<file path="config.mk">
export PLATFORM = sky130hd
export DESIGN_NAME = dwp_param_bank
export DESIGN_NICKNAME = d
export VERILOG_FILES = /design/src/logic/dwp_pkg.sv /design/src/logic/dwp_warn_if.sv /design/src/logic/dwp_warn_latch.sv /design/src/logic/dwp_param_bank.sv
export VERILOG_INCLUDE_DIRS = /design/src /design/src/logic
export SDC_FILE = /design/constraint.sdc
export NUM_CORES = 1
export LEC_CHECK = 0
export ABC_AREA = 1
export BUFFER_PORTS_ARGS = -buffer_cell sky130_fd_sc_hd__buf_2
export CORE_UTILIZATION = 45
export DETAILED_ROUTE_END_ITERATION = 10
export SYNTH_ARGS = -nofsm -noshare
export SYNTH_HDL_FRONTEND = slang
export SYNTH_SLANG_ARGS = --single-unit
export TNS_END_PERCENT = 50
</file>
<file path="constraint.sdc">
create_clock -name sys_clk -period 4.53 [get_ports sys_clk]
set_input_delay 1.359 -clock sys_clk [delete_from_list [all_inputs] [get_ports sys_clk]]
set_output_delay 1.359 -clock sys_clk [all_outputs]
set_load 0.02 [all_outputs]
</file>
<file path="src/logic/dwp_cfg.svh">
/*
  register offsets, field positions, reset values, bit masks and the homing flag limit of the
  drive warning and parameter bank. assumes inclusion by bare name only.
*/
`ifndef DWP_CFG_SVH
`define DWP_CFG_SVH

// parameter addresses as seen by the fieldbus master
`define DWP_OFS_USER_A 16'h013E
`define DWP_OFS_USER_B 16'h0140
`define DWP_OFS_USER_C 16'h0142
`define DWP_OFS_USER_D 16'h0144
`define DWP_OFS_ABS_HOME 16'h062C
`define DWP_OFS_LIVE_WARN 16'h1C16
`define DWP_OFS_STICKY_WARN 16'h1C18
`define DWP_OFS_VOLT_USE 16'h1E26

// factory values
`define DWP_RST_USER 32'h0000_0000
`define DWP_RST_ABS_HOME 1'h0
`define DWP_RST_WARN 16'h0000

// warning bit positions
`define DWP_BIT_GENERAL 0
`define DWP_BIT_STAGE_TEMP 1
`define DWP_BIT_MOTOR_TEMP 2
`define DWP_BIT_STAGE_OVLD 4
`define DWP_BIT_BRAKE_OVLD 6
`define DWP_BIT_CAN 7
`define DWP_BIT_ENCODER 8
`define DWP_BIT_RS485 9
`define DWP_BIT_SAFE_TORQUE_OFF 10
`define DWP_BIT_UNDERVOLT 11
`define DWP_BIT_FIELDBUS 12
`define DWP_BIT_POS_INVALID 13
`define DWP_BIT_ETHERNET 14

// defined warning bits (3, 5 and 15 read zero) and self-clearing bits
`define DWP_WARN_VALID_MASK 16'h7FD7
`define DWP_WARN_AUTO_MASK 16'h2C00

// largest value the homing flag accepts
`define DWP_ABS_HOME_MAX 32'h0000_0001

`endif

</file>
<file path="src/logic/dwp_pkg.sv">
/*
  types shared by the drive warning and parameter bank.
  assumes dwp_cfg.svh is on the include path.
*/
package dwp_pkg;
  typedef logic [15:0] dwp_addr_t;
  typedef logic [31:0] dwp_word_t;
  typedef logic [15:0] dwp_warn_t;
  typedef logic signed [15:0] dwp_pct_t;
  // access port answer state, one-hot
  typedef enum logic [1:0] {
    DWP_IDLE = 2'b01,
    DWP_ANSWER = 2'b10
  } dwp_state_t;
endpackage : dwp_pkg

</file>
<file path="src/logic/dwp_warn_if.sv">
/*
  carrier between the bank and its warning latch.
  assumes both ends share sys_clk.
*/
`timescale 1ns/1ps
interface dwp_warn_if;
  import dwp_pkg::*;
  dwp_warn_t cond; // warning conditions, already masked
  logic fault_reset; // fault reset pulse
  dwp_warn_t live; // registered live warnings
  dwp_warn_t latched; // registered sticky warnings
  modport latch (input cond, input fault_reset, output live, output latched);
  modport bank (output cond, output fault_reset, input live, input latched);
endinterface : dwp_warn_if

</file>
<file path="src/logic/dwp_warn_latch.sv">
/*
  live and sticky class 0 warning words, one slice per bit.
  assumes conditions are synchronous to sys_clk and pre-masked.
*/
`timescale 1ns/1ps
`include "dwp_cfg.svh"
module dwp_warn_latch (
  input wire logic sys_clk, // system clock
  input wire logic rst_n, // synchronous reset, active low
  dwp_warn_if.latch w // warning carrier
);
  import dwp_pkg::*;
  localparam dwp_warn_t AUTO = `DWP_WARN_AUTO_MASK;
  dwp_warn_t live_reg, live_next, latched_reg, latched_next;

  // per bit: self-clearing bits follow the condition, others stick
  genvar i;
  generate
    for (i = 0; i < 16; i++) begin : g_bit
      assign latched_next[i] = AUTO[i] ? w.cond[i] // [RULE6]
          : ((w.fault_reset ? 1'b0 : latched_reg[i]) | w.cond[i]); // [RULE4] [RULE5] [RULE12]
    end
  endgenerate

  // live word is the condition itself
  always_comb begin
    live_next = w.cond; // [RULE3]
  end

  // register both words
  always_ff @(posedge sys_clk) begin
    if (!rst_n) begin
      live_reg <= `DWP_RST_WARN;
      latched_reg <= `DWP_RST_WARN;
    end else begin
      live_reg <= live_next;
      latched_reg <= latched_next;
    end
  end

  assign w.live = live_reg;
  assign w.latched = latched_reg;
endmodule : dwp_warn_latch

</file>
<file path="src/logic/dwp_param_bank.sv">
/*
  parameter bank: four user storage words, homing gate for absolute moves,
  live and sticky warning words and the bus voltage usage readout.
  assumes a single-master parameter access port synchronous to sys_clk;
  non-volatile backing of persistent values is kept outside this block.
*/
`timescale 1ns/1ps
`include "dwp_cfg.svh"

// What this block does
// RULE1 - four 32-bit read/write user words, factory zero, persistent
// RULE2 - read-only signed 16-bit bus voltage usage, 100 means limit
// RULE3 - read-only live word of active class 0 warnings, same bits
// RULE4 - read-only sticky word; bit is 1 once its warning occurred
// RULE5 - fault reset clears every sticky warning bit
// RULE6 - sticky bits 10, 11, 13 clear themselves when condition ends
// RULE7 - bits 0 general, 1 stage temp, 2 motor temp, 4, 6; 3, 5, 15 reserved
// RULE8 - bits 7 CAN, 8 encoder, 9 RS485, 12 fieldbus, 14 Ethernet
// RULE9 - bits 10 safe torque off, 11 undervoltage, 13 position not valid
// RULE10 - homing flag 1 refuses absolute moves until homed; factory 0
// RULE11 - homing flag write acts at once
// RULE12 - sticky bit sets with its live bit and holds until cleared
module dwp_param_bank (
  input wire logic sys_clk, // 50 MHz system clock
  input wire logic rst_n, // synchronous reset, active low
  input wire logic acc_req, // access request, one cycle
  input wire logic acc_we, // 1 write, 0 read
  input wire dwp_pkg::dwp_addr_t acc_addr, // parameter address
  input wire dwp_pkg::dwp_word_t acc_wdata, // write data, low bits for 16-bit
  output dwp_pkg::dwp_word_t acc_rdata, // read data, registered
  output logic acc_ack, // answer pulse
  output logic acc_err, // refused access, with ack
  input wire dwp_pkg::dwp_warn_t warn_cond, // raw warning conditions
  input wire logic fault_reset, // fault reset command pulse
  input wire dwp_pkg::dwp_pct_t volt_use_in, // measured bus voltage usage
  input wire logic homing_done, // homing has completed
  input wire logic abs_move_req, // absolute move requested
  output logic abs_move_ok, // absolute move may start
  output logic abs_home_flag // current homing flag
);
  import dwp_pkg::*;

  dwp_warn_if wif ();
  dwp_word_t user_reg [4];
  dwp_word_t user_next [4];
  logic abs_home_reg, abs_home_next;
  dwp_pct_t volt_reg, volt_next;
  dwp_state_t state_reg, state_next;
  dwp_word_t rdata_reg, rdata_next;
  logic err_reg, err_next;
  logic hit, ro_hit, bad_val;
  logic [1:0] user_idx;
  logic user_hit;
  dwp_word_t rd_mux;

  // warning conditions: undefined bits forced low
  assign wif.cond = warn_cond & `DWP_WARN_VALID_MASK; // [RULE7] [RULE8] [RULE9]
  assign wif.fault_reset = fault_reset;

  dwp_warn_latch u_latch (
    .sys_clk(sys_clk),
    .rst_n(rst_n),
    .w(wif.latch)
  );

  // address decode and read multiplexer
  always_comb begin
    user_hit = 1'b0;
    user_idx = 2'd0;
    ro_hit = 1'b0;
    hit = 1'b1;
    rd_mux = 32'h0000_0000;
    unique case (acc_addr)
      `DWP_OFS_USER_A: begin
        user_hit = 1'b1;
        user_idx = 2'd0;
      end
      `DWP_OFS_USER_B: begin
        user_hit = 1'b1;
        user_idx = 2'd1;
      end
      `DWP_OFS_USER_C: begin
        user_hit = 1'b1;
        user_idx = 2'd2;
      end
      `DWP_OFS_USER_D: begin
        user_hit = 1'b1;
        user_idx = 2'd3;
      end
      `DWP_OFS_ABS_HOME: begin
        rd_mux = {31'h0000_0000, abs_home_reg};
      end
      `DWP_OFS_LIVE_WARN: begin
        ro_hit = 1'b1;
        rd_mux = {16'h0000, wif.live}; // [RULE3]
      end
      `DWP_OFS_STICKY_WARN: begin
        ro_hit = 1'b1;
        rd_mux = {16'h0000, wif.latched}; // [RULE4]
      end
      `DWP_OFS_VOLT_USE: begin
        ro_hit = 1'b1;
        rd_mux = {{16{volt_reg[15]}}, volt_reg}; // [RULE2]
      end
      default: begin
        hit = 1'b0;
      end
    endcase
    if (user_hit) begin
      rd_mux = user_reg[user_idx];
    end
  end

  // homing flag accepts only 0 or 1
  assign bad_val = (acc_addr == `DWP_OFS_ABS_HOME) && (acc_wdata > `DWP_ABS_HOME_MAX);

  // next values of the stored parameters
  always_comb begin
    for (int k = 0; k < 4; k++) begin
      user_next[k] = user_reg[k];
    end
    abs_home_next = abs_home_reg;
    volt_next = volt_use_in; // [RULE2]
    if (acc_req && acc_we && hit && !ro_hit && !bad_val) begin
      if (user_hit) begin
        user_next[user_idx] = acc_wdata; // [RULE1]
      end else begin
        abs_home_next = acc_wdata[0]; // [RULE10]
      end
    end
  end

  // register the stored parameters
  always_ff @(posedge sys_clk) begin
    if (!rst_n) begin
      for (int k = 0; k < 4; k++) begin
        user_reg[k] <= `DWP_RST_USER; // [RULE1]
      end
      abs_home_reg <= `DWP_RST_ABS_HOME; // [RULE10]
      volt_reg <= 16'sh0000;
    end else begin
      for (int k = 0; k < 4; k++) begin
        user_reg[k] <= user_next[k];
      end
      abs_home_reg <= abs_home_next;
      volt_reg <= volt_next;
    end
  end

  // access answer: one cycle after the request
  always_comb begin
    state_next = DWP_IDLE;
    rdata_next = rdata_reg;
    err_next = 1'b0;
    unique case (state_reg)
      DWP_IDLE, DWP_ANSWER: begin
        if (acc_req) begin
          state_next = DWP_ANSWER;
          err_next = !hit || (acc_we && (ro_hit || bad_val));
          rdata_next = (acc_we || !hit) ? 32'h0000_0000 : rd_mux;
        end
      end
      default: begin
        state_next = DWP_IDLE;
      end
    endcase
  end

  // register the answer
  always_ff @(posedge sys_clk) begin
    if (!rst_n) begin
      state_reg <= DWP_IDLE;
      rdata_reg <= 32'h0000_0000;
      err_reg <= 1'b0;
    end else begin
      state_reg <= state_next;
      rdata_reg <= rdata_next;
      err_reg <= err_next;
    end
  end

  assign acc_ack = (state_reg == DWP_ANSWER);
  assign acc_err = acc_ack && err_reg;
  assign acc_rdata = rdata_reg;
  // gate acts on the stored flag, so a write counts from the next cycle
  assign abs_move_ok = abs_move_req && (!abs_home_reg || homing_done); // [RULE10] [RULE11]
  assign abs_home_flag = abs_home_reg;
endmodule : dwp_param_bank

</file>
* Yosys cells after proc, flatten, opt, wreduce, memory -nomap -nowiden *
Memory sizes are Yosys's and may differ from the RTL's.
Index checks and enable logic that the tools add are counted.

storage, ports and cells
  memories = 1
  bits of input ports = 87
  bits in read-only memories = 0
  logic and storage cells = 92
  output and inout port bits = 36
  RAM bits = 128
  bits in latches = 0
  flip-flop bits (word level) = 81

memories
  name      words  width  read ports  clocked after memory_dff  write ports  line                  RTL
  user_reg  4      32     5           0                         4            dwp_param_bank.sv:44  dwp_word_t user_reg [4];

operators by class
  order comparisons = 3
  div/mod/pow operators = 0
  reductions and logical operators = 25
  $mul = 0
  bitwise gates (word level) = 16
  multiplexer cells = 29
  equal/unequal tests = 10
  add/sub/neg operators = 0
  shift-type cells = 0

operators with widths
  cell                                                   count
  2-to-1 mux 128 bit                                     2
  2-to-1 mux 32 bit                                      7
  bitwise mux 128 bit                                    1
  one-hot mux 32 bit (4 select lines)                    1
  demux 32 bit (select 2 bit)                            1
  equality test 16 x 9 -> 1 bit, second input constant   4
  equality test 16 x 13 -> 1 bit, second input constant  3
  > comparator 32 x 1 -> 1 bit, second input constant    1
  equality test 16 x 11 -> 1 bit, second input constant  1
  2-to-1 mux 1 bit                                       15
  bitwise OR 1 bit                                       14
  logical AND 1 bit                                      9
  OR reduction 8 bit                                     1
  one-hot mux 2 bit (3 select lines)                     1
  AND reduction 2 bit                                    3
  logical NOT 1 bit                                      4
  logical OR 1 bit                                       4
  OR reduction 4 bit                                     1
  >= comparator 3 bit, second input constant             1
  < comparator 3 x 1 -> 1 bit, second input constant     1
  inverter 2 -> 3 bit                                    1
  AND reduction 3 bit                                    1
  OR reduction 3 bit                                     1
  equality test 2 x 1 -> 1 bit, second input constant    1
  other kinds (4)                                        4

* Longest topological paths before layout *
  word-level depth = 11
  mapped depth = 13
  depth with buffers taken out = 12

* Hierarchy *
From an unflattened synthesis, not the netlist that was laid out.

unflattened totals
  cell total of the unflattened synthesis = 1661
  area, all modules = 10401.2 sq um

modules (own cells, without submodules)
  module          sequential area each (sq um)  instances  area an instance (sq um)  cells an instance
  dwp_param_bank  3603.5                        1          9531.6                    1566
  dwp_warn_latch  580.6                         1          869.6                     95

* Worst setup path after synthesis *
OpenSTA, ideal clock, no wires.

  path type = input to output
  start point = input port homing_done
  end point = output port abs_move_ok
  path buffers = 0
  arrival time = 1.595 ns
  setup slack = 1.576 ns
  stages = 1
  required time = 3.171 ns
  cell sequence = o21a_1

between the ends
  longest elaborated chain between the ends = 2

RTL lines
  item                line                   RTL
  start: declaration  dwp_param_bank.sv:36   input wire logic homing_done,
  logical OR 1 bit    dwp_param_bank.sv:186  assign abs_move_ok = abs_move_req && (!abs_home_reg || homing_done);
  logical AND 1 bit   dwp_param_bank.sv:186
  end: declaration    dwp_param_bank.sv:38   output logic abs_move_ok,

No other way between the ends.

* Worst setup path in the final report *
  start point = input port acc_addr[2]
  end point = register rdata_reg[7] (netlist: acc_rdata[7])

between the ends
  longest elaborated chain between the ends = 6
  elaborated cells between the ends (all ways) = 19
  those cells by class = eq/ne: 8; mux: 6; reduce/logical: 4; memory: 1

RTL lines
  item                                                              line                   RTL
  start: declaration                                                dwp_param_bank.sv:28   input wire dwp_pkg::dwp_addr_t acc_addr,
  branches (longest 5 deep; another with memory read (4 x 32 bit))  --
  2-to-1 mux 32 bit (*)                                             dwp_param_bank.sv:160  rdata_next = (acc_we || !hit) ? 32'h0000_0000 : rd_mux;
  end signal: assignment                                            dwp_param_bank.sv:177  rdata_reg <= rdata_next;
  end: declaration                                                  dwp_param_bank.sv:49   dwp_word_t rdata_reg, rdata_next;

Mark *: on every way between the ends.
A chain may end at the register's enable or synchronous reset.

==> results.ini <==
[hold_path]
hold_class = reg2reg

[power_and_ir_drop]
combinationalPowerShare_pct = 5.3
p_clk_share_pct = 50.9
swShare_pct = 22.7
p_leak_uw = 0.00537
p_switching_uw = 943
vdd_drop_max_v = 0.000267
p_per_area_nw_per_um2 = 353
pwr-share-seq_pct = 43.8
power.internal_uw = 3200

[layout]
area_delta_synth_final_pct = 15.4
mostFrequentLayoutCells = 364 x nand2_1, 288 x nor2_1, 203 x dfxtp_1, 190 x nand4_1, 159 x inv_1
drive_above_1_share_pct = 13.4
nFillCells = 2302
final_nets = 1708
layout_commonest_cell = nand2_1
n_antenna_cell = 0
largest_reg_flops = 128

[die]
dieArea_um2 = 23200
initial_core_util_pct = 46.2
core_area_um2 = 22000
ios = 123
rows = 54
fp.dieH_um = 152
die_x_um = 152

[synth]
ys_types = 26
synth_fp_nets = 1651
syn_avg_cell_area_um2 = 6.51
synth_seq_cells = 203
ys.flop_type = dfxtp_1
syn_area_um2 = 10200
synth_area_leader_cell = dfxtp_1
synth_top_area_share_pct = 39.9
yosysSeqAreaShare_pct = 39.9
synthCells = 1563
ys_warn_count = 0
async_reset_ff_share_pct = 0
synthTopCellsByArea = dfxtp_1 40%, nand2_1 13%, nand4_1 12%
synth_enable_flop_cells = 0

[clock_tree]
clk_pin_slew_ns = 0.06
post_cts_buffers = 0
cts_root_buf = clkbuf_16
clock_path_buffers = 3
numCtsBuffers = 24
cts.htree.levels = 1
cts_tree = done
cts_num_sinks = 203
hold_buffers = 0
cts_resized = 0
clock_latency_ns = 0.51

[drt]
antenna_left = 0
route.detailed.drc = 3
via_per_inst = 5.27
first_pass_iters = 8
vias = 10111
drt_iter0_markers = 790
wl_per_cell_um = 15.8
routed_wl_um = 30300

[grt]
grt_usage_pct = 26.3
grt_max_degree = 169
grt_pass1_vias = 9542
antenna_found_initial = 0
grt-ovfl-total = 0
grt_pass1_wl_um = 49800

[placed_design]
io_buffers = 119
pre_cts_slack_ns = 0.594
dp_hpwl_um = 18400
place_congestion = 0.829

[timing]
final.setup.worst_slack_ns = 1.03
skew_ns = 0.00617
fin_crit_sh_pct = 77.3
period_minus_slack_ns = 3.50
setup_viol = 0
slew_violations = 0
rsz0062_at_grt = no
setup_tns_ns = 0
slew_headroom_pct = 31.3
fmaxAchievable_ghz = 0.286
worstMarginPinSlew_ns = 1.03
hold_viol_final = 0

[critical_path]
critical-path-max-stage-delay_ns = 0.69
setup.worst_path.class = in2reg
critical_path.top_delay_family = simple AND/OR/NAND/NOR gates
required_ns = 4.89
cp_max_fo = 33
endpoint_kind = flip-flop
crit_slowest_cell = nand3_2
worstPathArrival_ns = 3.86
crit_chain = buf_2, inv_1, nor2_1, nand2_1, nand2_2, nand3_2, nand2_1, nor2_4, nand3_2, nand4_1, a21oi_1
cp-start-kind = primary input
crit_buf_inv = 2

[flow_run]
drv_cap = 0

[run_status]
status = finished with violations
violations = design-rule violations

-- power groups by stage --
stage                     clock [uW]  sequential, uW  combinational, uW
after floorplan                    0            1850                131
after global placement             0            1850                217
after detailed placement           0            1850                219
after CTS                       2150            1810                220
after global routing            2220            1820                246
final                           2110            1820                221
-- routing by layer --
layer	share of wire (%)	up-vias	track usage, %
met2	47	298	44.1
met4	2.9	0	8.70
met3	5.4	50	3.16
li1	-	5149	-
met5	0	-	0
met1	45	4614	35.1
-- metrics by stage --
stage               util, %  cell area, um2  hold WS, ns  instances  power [uW]
finish                 53.3           11700        0.456       1918        4150
global route           53.3           11700        0.473       1918        4280
CTS                    53.3           11700        0.462       1918        4180
detailed placement     49.4           10900        0.448       1874        2070
global placement       49.4           10900        0.438       1874        2070
floorplan                 -           10200        0.431       1563        1980
-- Yosys cell counts, types with 3 or more instances --
cell      number
a21oi_1       34
clkinv_1       3
inv_1        159
inv_2          9
buf_1         22
buf_4          4
nor3_1         5
nor2_2         8
clkbuf_1      55
buf_2         33
nand2_1      365
dfxtp_1      203
nand3_1      130
nand3_2        4
nor2_4         5
nand2_2        4
nand3b_1      33
nand4_1      190
nor2_1       290
-- worst reg2reg max path, delay by kind of cell (launching register included) --
family	cells	cell delay, ns
fa+ha+maj	1	0.27
flops	1	0.31
compound gates	1	0.17
simple gates	3	0.42
buf+inv	4	0.69
-- cell families (layout without fill, tap and decap cells) --
logic type	count (synthesis)	after routing	synth area share (%)
adders and majority gates	1	1	0.123
and+or+nand+nor	1036	1036	46.9
buffers and inverters	286	361	11.2
DFF	203	203	39.9
AOI/OAI and AO/OA	37	37	1.87
-- final timing paths --
kind	from	to	slack (ns)	depth (start not counted)
setup / recovery	acc_addr[2]	acc_rdata[7]	1.03	11
hold / removal	user_reg[3][6]	user_reg[3][6]	0.46	2
setup reg to reg	state_reg[0]	acc_rdata[7]	2.59	9
hold reg to reg	user_reg[3][6]	user_reg[3][6]	0.46	2
-- layout make-up --
class	instances	area [um2]	area share [%]
multi-input cells	1074	4980	42.4
inverters	171	642	5.46
clock buffers	36	727	6.19
clock inverters	8	144	1.22
well taps	280	350	2.98
flip-flops and latches	203	4060	34.6
repair buffers	146	838	7.14
(Power assumes the default switching activity.)
